--- src/irq_unit_pkg.sv ---
// Constants shared by the interrupt status and enable unit
package irq_unit_pkg;

    // Register addresses on the register port
    localparam logic [7:0] ADDR_FLAGS_A   = 8'h06;
    localparam logic [7:0] ADDR_FLAGS_B   = 8'h07;
    localparam logic [7:0] ADDR_ENABLES_A = 8'h08;
    localparam logic [7:0] ADDR_ENABLES_B = 8'h09;

    // Field layout
    localparam int REG_W       = 8;
    localparam int SET_SEL_BIT = 7;
    localparam int BANK_A_W    = 7;
    localparam int BANK_B_W    = 6;
    localparam int TIMER_COUNT = 5;
    localparam int ERR_COUNT   = 5;

    localparam int A_HIGH = 6;
    localparam int A_LOW  = 5;
    localparam int A_CMD  = 4;
    localparam int A_TX   = 3;
    localparam int A_RX   = 2;
    localparam int A_ERR  = 1;
    localparam int A_SOF  = 0;

    localparam int B_GLOBAL = 6;
    localparam int B_CARD   = 5;

    localparam int EN_A_INV  = 7;
    localparam int EN_B_PIN  = 6;
    localparam int EN_B_PUSH = 7;

    // Reset values
    localparam logic [BANK_A_W-1:0] FLAGS_A_RESET   = 7'h00;
    localparam logic [BANK_B_W-1:0] FLAGS_B_RESET   = 6'h00;
    localparam logic [REG_W-1:0]    ENABLES_A_RESET = 8'h00;
    localparam logic [REG_W-1:0]    ENABLES_B_RESET = 8'h00;

    // FIFO sizes and level widths
    localparam int FIFO_CNT_W = 10;
    localparam int WATER_W    = 9;
    localparam logic [10:0] FIFO_SIZE_LARGE = 11'h200;
    localparam logic [10:0] FIFO_SIZE_SMALL = 11'h0ff;
    localparam int CMD_W = 5;

endpackage

--- src/rise_detect.sv ---
// Rising-edge detector for a vector of same-clock levels
module rise_detect #(
    parameter int WIDTH = 1
) (
    // Clock and reset
    input  wire logic             clk,
    input  wire logic             rst_n,
    // Levels and their rising edges
    input  wire logic [WIDTH-1:0] level,
    output logic      [WIDTH-1:0] rise
);

    logic [WIDTH-1:0] prev;

    always_ff @(posedge clk or negedge rst_n)
    begin
        if (!rst_n)
            prev <= '0;
        else
            prev <= level;
    end

    assign rise = level & ~prev;

endmodule

--- src/sticky_flag_bank.sv ---
// Sticky flag bank with set or clear by written mask
module sticky_flag_bank #(
    parameter int               WIDTH       = 7,
    parameter logic [WIDTH-1:0] RESET_VALUE = '0
) (
    // Clock and reset
    input  wire logic             clk,
    input  wire logic             rst_n,
    // Software update
    input  wire logic             sw_write,
    input  wire logic             sw_set_mode,
    input  wire logic [WIDTH-1:0] sw_mask,
    // Hardware events
    input  wire logic [WIDTH-1:0] hw_set,
    // Flags
    output logic      [WIDTH-1:0] flags
);

    logic [WIDTH-1:0] sw_value;
    logic [WIDTH-1:0] next_flags;

    // Written ones set or clear, written zeros keep
    assign sw_value = !sw_write  ? flags :
                      sw_set_mode ? (flags | sw_mask) : (flags & ~sw_mask);

    // Hardware set wins over a clear
    assign next_flags = sw_value | hw_set;

    always_ff @(posedge clk or negedge rst_n)
    begin
        if (!rst_n)
            flags <= RESET_VALUE;
        else
            flags <= next_flags;
    end

endmodule

--- src/irq_status_enable_unit.sv ---
// Interrupt flag banks, enables, global summary and interrupt pin driver
module irq_status_enable_unit #(
    parameter logic [irq_unit_pkg::CMD_W-1:0] CMD_IDLE = 5'h00
) (
    // Clock and reset
    input  wire logic                                clk,
    input  wire logic                                rst_n,
    // Register port
    input  wire logic [irq_unit_pkg::REG_W-1:0]      reg_addr,
    input  wire logic [irq_unit_pkg::REG_W-1:0]      reg_wdata,
    input  wire logic                                reg_write,
    input  wire logic                                reg_read,
    output logic      [irq_unit_pkg::REG_W-1:0]      reg_rdata,
    // FIFO state
    input  wire logic [irq_unit_pkg::FIFO_CNT_W-1:0] fifo_byte_count,
    input  wire logic [irq_unit_pkg::WATER_W-1:0]    water_level,
    input  wire logic                                fifo_size_small,
    // Command engine
    input  wire logic [irq_unit_pkg::CMD_W-1:0]      command_field,
    input  wire logic                                host_cmd_write,
    input  wire logic [irq_unit_pkg::CMD_W-1:0]      host_cmd_code,
    input  wire logic                                unknown_cmd_start,
    // Transceiver events
    input  wire logic                                transmit_last_bit,
    input  wire logic                                receive_end,
    input  wire logic                                sof_detect,
    input  wire logic                                subcarrier_detect,
    // Error levels
    input  wire logic                                fifo_write_error,
    input  wire logic                                fifo_overflow_error,
    input  wire logic                                protocol_error,
    input  wire logic                                empty_transmit_error,
    input  wire logic                                integrity_error,
    // Card detection and timers
    input  wire logic                                card_detected,
    input  wire logic [irq_unit_pkg::TIMER_COUNT-1:0] timer_underflow,
    // Interrupt pin
    output logic                                     irq_pin_out,
    output logic                                     irq_pin_oe,
    output logic                                     global_summary_flag
);

    localparam int AW = irq_unit_pkg::BANK_A_W;
    localparam int BW = irq_unit_pkg::BANK_B_W;
    localparam int LW = irq_unit_pkg::ERR_COUNT + 2;

    // Level at or below a water mark
    function automatic logic at_or_below(input logic [10:0] amount,
                                         input logic [10:0] mark);
        at_or_below = (amount <= mark);
    endfunction

    logic [AW-1:0]                     flags_a;
    logic [BW-1:0]                     flags_b;
    logic [irq_unit_pkg::REG_W-1:0]    enables_a;
    logic [irq_unit_pkg::REG_W-1:0]    enables_b;
    logic [irq_unit_pkg::CMD_W-1:0]    cmd_prev;
    logic                              host_idle_prev;

    // Register decode
    wire wr_flags_a   = reg_write && (reg_addr == irq_unit_pkg::ADDR_FLAGS_A);
    wire wr_flags_b   = reg_write && (reg_addr == irq_unit_pkg::ADDR_FLAGS_B);
    wire wr_enables_a = reg_write && (reg_addr == irq_unit_pkg::ADDR_ENABLES_A);
    wire wr_enables_b = reg_write && (reg_addr == irq_unit_pkg::ADDR_ENABLES_B);
    wire set_mode     = reg_wdata[irq_unit_pkg::SET_SEL_BIT];
    wire [AW-1:0] mask_a = reg_wdata[AW-1:0];
    wire [BW-1:0] mask_b = reg_wdata[BW-1:0];

    // FIFO live conditions
    wire [10:0] fifo_size   = fifo_size_small ? irq_unit_pkg::FIFO_SIZE_SMALL
                                              : irq_unit_pkg::FIFO_SIZE_LARGE;
    wire [10:0] count_ext   = {1'b0, fifo_byte_count};
    wire [10:0] water_ext   = fifo_size_small ? {3'h0, water_level[7:0]}
                                              : {2'h0, water_level};
    wire [10:0] free_space  = fifo_size - count_ext;
    wire        fifo_high_level = (count_ext <= fifo_size) && at_or_below(free_space, water_ext);
    wire        fifo_low_level  = at_or_below(count_ext, water_ext);

    // Rising edges of alerts and errors
    wire [LW-1:0] live_levels = {fifo_high_level, fifo_low_level, fifo_write_error,
                                 fifo_overflow_error, protocol_error,
                                 empty_transmit_error, integrity_error};
    wire [LW-1:0] level_rise;

    rise_detect #(
        .WIDTH (LW)
    ) u_rise (
        .clk   (clk),
        .rst_n (rst_n),
        .level (live_levels),
        .rise  (level_rise)
    );

    wire high_event = level_rise[LW-1];
    wire low_event  = level_rise[LW-2];
    wire err_event  = |level_rise[irq_unit_pkg::ERR_COUNT-1:0];

    // Host start of idle is not a self termination
    wire host_idle_now  = host_cmd_write && (host_cmd_code == CMD_IDLE);
    // Command ends by itself or unknown code reverts
    wire cmd_to_idle    = (cmd_prev != CMD_IDLE) && (command_field == CMD_IDLE);
    wire cmd_done_event = (cmd_to_idle && !host_idle_now && !host_idle_prev)
                          || unknown_cmd_start;

    wire [AW-1:0] hw_a = {high_event, low_event, cmd_done_event, transmit_last_bit,
                          receive_end, err_event, sof_detect | subcarrier_detect};
    // Card and timer events into bank B
    wire [BW-1:0] hw_b = {card_detected, timer_underflow};

    always_ff @(posedge clk or negedge rst_n)
    begin
        if (!rst_n)
        begin
            cmd_prev       <= CMD_IDLE;
            host_idle_prev <= 1'b0;
        end
        else
        begin
            cmd_prev       <= command_field;
            host_idle_prev <= host_idle_now;
        end
    end

    // Bank A with masked set or clear
    sticky_flag_bank #(
        .WIDTH       (AW),
        .RESET_VALUE (irq_unit_pkg::FLAGS_A_RESET)
    ) u_bank_a (
        .clk         (clk),
        .rst_n       (rst_n),
        .sw_write    (wr_flags_a),
        .sw_set_mode (set_mode),
        .sw_mask     (mask_a),
        .hw_set      (hw_a),
        .flags       (flags_a)
    );

    // Bank B low bits, summary bit kept apart
    sticky_flag_bank #(
        .WIDTH       (BW),
        .RESET_VALUE (irq_unit_pkg::FLAGS_B_RESET)
    ) u_bank_b (
        .clk         (clk),
        .rst_n       (rst_n),
        .sw_write    (wr_flags_b),
        .sw_set_mode (set_mode),
        .sw_mask     (mask_b),
        .hw_set      (hw_b),
        .flags       (flags_b)
    );

    always_ff @(posedge clk or negedge rst_n)
    begin
        if (!rst_n)
        begin
            enables_a <= irq_unit_pkg::ENABLES_A_RESET;
            enables_b <= irq_unit_pkg::ENABLES_B_RESET;
        end
        else
        begin
            if (wr_enables_a)
                enables_a <= reg_wdata;
            if (wr_enables_b)
                enables_b <= reg_wdata;
        end
    end

    wire enabled_a      = |(flags_a & enables_a[AW-1:0]);
    wire enabled_b      = |(flags_b & enables_b[BW-1:0]);
    wire next_global    = enabled_a || enabled_b;

    // Pin level after gating and polarity
    wire pin_level      = (global_summary_flag && enables_b[irq_unit_pkg::EN_B_PIN])
                          ^ enables_a[irq_unit_pkg::EN_A_INV];
    // Push-pull drives both levels, open-drain only pulls low
    wire push_pull      = enables_b[irq_unit_pkg::EN_B_PUSH];
    wire next_pin_out   = push_pull ? pin_level : 1'b0;
    wire next_pin_oe    = push_pull ? 1'b1 : !pin_level;

    always_ff @(posedge clk or negedge rst_n)
    begin
        if (!rst_n)
        begin
            global_summary_flag <= 1'b0;
            irq_pin_out         <= 1'b0;
            irq_pin_oe          <= 1'b0;
        end
        else
        begin
            global_summary_flag <= next_global;
            irq_pin_out         <= next_pin_out;
            irq_pin_oe          <= next_pin_oe;
        end
    end

    // Read selection, set selector reads zero
    wire [irq_unit_pkg::REG_W-1:0] read_value =
        (reg_addr == irq_unit_pkg::ADDR_FLAGS_A)   ? {1'b0, flags_a} :
        (reg_addr == irq_unit_pkg::ADDR_FLAGS_B)   ? {1'b0, global_summary_flag, flags_b} :
        (reg_addr == irq_unit_pkg::ADDR_ENABLES_A) ? enables_a :
        (reg_addr == irq_unit_pkg::ADDR_ENABLES_B) ? enables_b : 8'h00;

    always_ff @(posedge clk or negedge rst_n)
    begin
        if (!rst_n)
            reg_rdata <= 8'h00;
        else if (reg_read)
            reg_rdata <= read_value;
    end

    wire [AW-1:0] keep_a = ~(mask_a | hw_a);
endmodule

--- config.mk ---
export PLATFORM = sky130hd
export DESIGN_NAME = irq_status_enable_unit
export DESIGN_NICKNAME = d
export VERILOG_FILES = /design/src/irq_unit_pkg.sv /design/src/rise_detect.sv /design/src/sticky_flag_bank.sv /design/src/irq_status_enable_unit.sv
export SDC_FILE = /design/constraint.sdc
export NUM_CORES = 1
export LEC_CHECK = 0
export BUFFER_PORTS_ARGS = -buffer_cell sky130_fd_sc_hd__buf_2
export CAP_MARGIN = 20
export CORE_MARGIN = 4
export CORE_UTILIZATION = 58
export CTS_CLUSTER_DIAMETER = 200
export DETAILED_ROUTE_END_ITERATION = 8
export PLACE_DENSITY = 0.87
export SYNTH_ARGS = -nofsm -noshare
export SYNTH_HDL_FRONTEND = slang
export SYNTH_SLANG_ARGS = --single-unit
--- constraint.sdc ---
create_clock -name clk -period 3.55 [get_ports clk]
set_input_delay 0.1775 -clock clk [delete_from_list [all_inputs] [get_ports clk]]
set_output_delay 0.1775 -clock clk [all_outputs]
set_load 0.02 [all_outputs]
==> impl_metrics.json <==
{
  "gp_congestion": 0.8817,
  "use_met2_pct": 43.43,
  "grt.busiest_layer": "met2",
  "grt_use_total_pct": 24.56,
  "nets": 478,
  "grt_pass1_vias": 2635,
  "tightestPinTransition_ps": 602.4,
  "clock_sinks": 53,
  "rows": 26,
  "antenna_found_initial": 0,
  "synth_edf_count": 0,
  "place_area_um2": 3547,
  "grt_start_max_net_pins": 28,
  "slew_headroom_pct": 59.84,
  "cp_max_fo": 8,
  "cts_made_buffers": 5,
  "status": "finished, final reports clean",
  "fill_cells": 379,
  "cts_tree": "done",
  "clock_insertion_delay_worst_skew_ps": 310,
  "routed-via-count": 2692,
  "post-place-cells": 435,
  "clock_path_buffers": 2,
  "max-vdd-ir-drop_uv": 162.9,
  "avgRoutedWirePerCell_um": 16.66,
  "h-tree-depth": 2,
  "start_util_pct": 60.37,
  "core_region_area_um2": 5140,
  "required_ps": 3770,
  "startpoint_type": "primary input",
  "area_delta_synth_final_pct": 21.45,
  "die_area_um2": 6585,
  "final_area_um2": 3769,
  "synthCells": 293,
  "drtAntennaViolNets": 0,
  "critPathKind": "in2reg",
  "use_met3_pct": 3.991,
  "ys_ff_latch": 53,
  "synth_fp_nets": 388,
  "grt_overflow": 0,
  "finalHoldViolCount": 0,
  "finalMaxSlewViolations": 0,
  "min_period_ps": 2827,
  "die_h_um": 81.15,
  "drive_above_1_share_pct": 29.17,
  "p_leak_nw": 1.854,
  "ys_warn_count": 0,
  "drt_wl_total_um": 7565,
  "fin_skew_ps": 6.276,
  "synth_flop_cell": "dfrtp_1",
  "diodes": 0,
  "drc": 0,
  "critPathCaptureType": "flip-flop",
  "vias_per_cell": 5.930,
  "ys_async_sr_fraction_pct": 100.0,
  "max-cap-violations": 0,
  "ys_types": 53,
  "fmax_mhz": 353.7,
  "synth_seq_area_share_pct": 42.74,
  "root_buffer": "clkbuf_8",
  "powerDensity_nw_per_um2": 362.1,
  "rsz0062_at_grt": "false",
  "clk_pin_slew_worst_paths_ps": 90,
  "post-route-period-util_pct": 79.64,
  "post_cts_buffers": 0,
  "dr.pass1.iters": 5,
  "dp_hpwl_um": 5628,
  "synth_area_um2": 3103,
  "crit_arrival_ps": 3040,
  "drtIter0Drc": 275,
  "fp.dieW_um": 81.15,
  "setup_viol": 0,
  "pin_count": 78,
  "holdCritPathClass": "in2reg",
  "finalNonFillerCells": 454,
  "syn_avg_cell_area_um2": 10.59,
  "grt_pass1_wl_um": 12320,
  "setup_tns_ps": 0,
  "port_buffers": 77,
  "met1_usage_pct": 29.81
}
-- worst max-delay path, stage by stage --
cell and delay, ps:
buf_2 160, inv_1 120, ha_1 230, fa_1 420, nor2b_1 190, o211ai_1 130, a31oi_1 250, o21ai_0 100
nand2b_1 90, xnor2_1 70, ha_1 310, nand3_1 120, o32ai_1 300, o21ai_0 140, o31ai_1 240
-- cell usage after synthesis (4+ instances only) --
| master | n | area (um^2) |
|---|---|---|
| xnor2_1 | 5 | 43.79 |
| a311o_1 | 6 | 60.06 |
| a22oi_1 | 17 | 127.6 |
| inv_1 | 27 | 101.4 |
| a21boi_1 | 4 | 30.03 |
| ha_1 | 27 | 337.8 |
| nor2b_1 | 5 | 31.28 |
| nand3_1 | 6 | 30.03 |
| a21boi_0 | 4 | 30.03 |
| a21oi_1 | 10 | 50.05 |
| dfrtp_1 | 53 | 1326 |
| mux2i_1 | 5 | 50.05 |
| a31oi_1 | 8 | 50.05 |
| nand2b_1 | 4 | 25.02 |
| mux2_2 | 16 | 180.2 |
| o21ai_0 | 5 | 25.02 |
| nor2_1 | 19 | 71.32 |
| nand2_1 | 17 | 63.81 |
| a21o_1 | 5 | 37.54 |
-- report_power, final --
group	leakage (nW)	internal (mW)	switching (mW)
clock	0.0554	0.212	0.197
sequential	0.627	0.637	0.0211
combinational	1.17	0.136	0.162
-- worst paths after layout --
check	end	from	slack, ps	cells past startpoint
worst min register to register	u_bank_a.flags[5]	u_rise.prev[5]	440	1
worst max register to register	u_bank_a.flags[4]	cmd_prev[0]	2210	3
worst min-delay path	host_idle_prev	host_cmd_code[0]	40	2
max in group asynchronous	u_bank_a.flags[6]	rst_n	2360	3
min in group asynchronous	u_bank_b.flags[2]	rst_n	390	2
worst max-delay path	u_bank_a.flags[6]	fifo_size_small	720	15
-- cell families after synthesis --
family / after synthesis / share of synthesized area [%]
xor+xnor: 6 / 1.694
simple gates: 70 / 12.62
compound gates: 81 / 19.32
buf+inv: 34 / 4.677
flops: 53 / 42.74
mux: 21 / 7.419
fa+ha+maj: 28 / 11.53
-- registers in the layout (all words and copies together), names as in the netlist --
signal / flops
irq_pin_oe: 1
host_idle_prev: 1
global_summary_flag: 1
enables_b: 8
u_bank_a.flags: 7
cmd_prev: 5
reg_rdata: 8
u_bank_b.flags: 6
u_rise.prev: 7
irq_pin_out: 1
enables_a: 8
-- layout make-up --
class,instances,area [um^2],share of cell area [%]
multi-input combinational,206,1632,43.29
sequential,53,1326,35.19
clock buffer,6,72.57,1.926
tap,70,87.58,2.324
timing repair buffer,90,510.5,13.55
clock inverter,2,38.79,1.029
inverter,27,101.3,2.689
-- per-stage QoR --
| step | hold slack, ps | power [mW] | worst slack (ps) | util [%] |
|---|---|---|---|---|
| finish | 35.21 | 1.365 | 722.7 | 73.32 |
| floorplan | -118.1 | 0.8366 | 934.8 | - |
| CTS | 25.89 | 1.367 | 737.8 | 73.32 |
| detailed placement | 223.7 | 0.9537 | 420.9 | 69.01 |
| global route | 42.81 | 1.436 | 418.1 | 73.32 |
| global placement | 213.9 | 0.9388 | 601.3 | 69.01 |
-- per-layer routing --
metal	share of wire (%)	routed length, um
met3	6.2	471
met1	40	3044
met4	2.6	193
met5	0	0
met2	51	3857
-- repair_timing --
action / 4_1_cts / 5_1_grt
gates resized for setup: 0 / 0
hold buffers: 11 / 0
hold endpoints to repair: 36 / 0
-- layout by cell type (no fill, tap or decap), types with 5 or more instances in the layout --
master / instances
inv_1: 27
dfrtp_1: 53
dlygate4sd3_1: 11
a21o_1: 5
a311o_1: 6
o21ai_0: 5
nand3_1: 6
nor2_1: 19
ha_1: 27
xnor2_1: 5
buf_2: 77
clkbuf_8: 5
mux2_2: 16
a31oi_1: 8
mux2i_1: 5
nand2_1: 17
nor2b_1: 5
a21oi_1: 10
a22oi_1: 17
No activity file was read; power rests on OpenSTA's default activity.
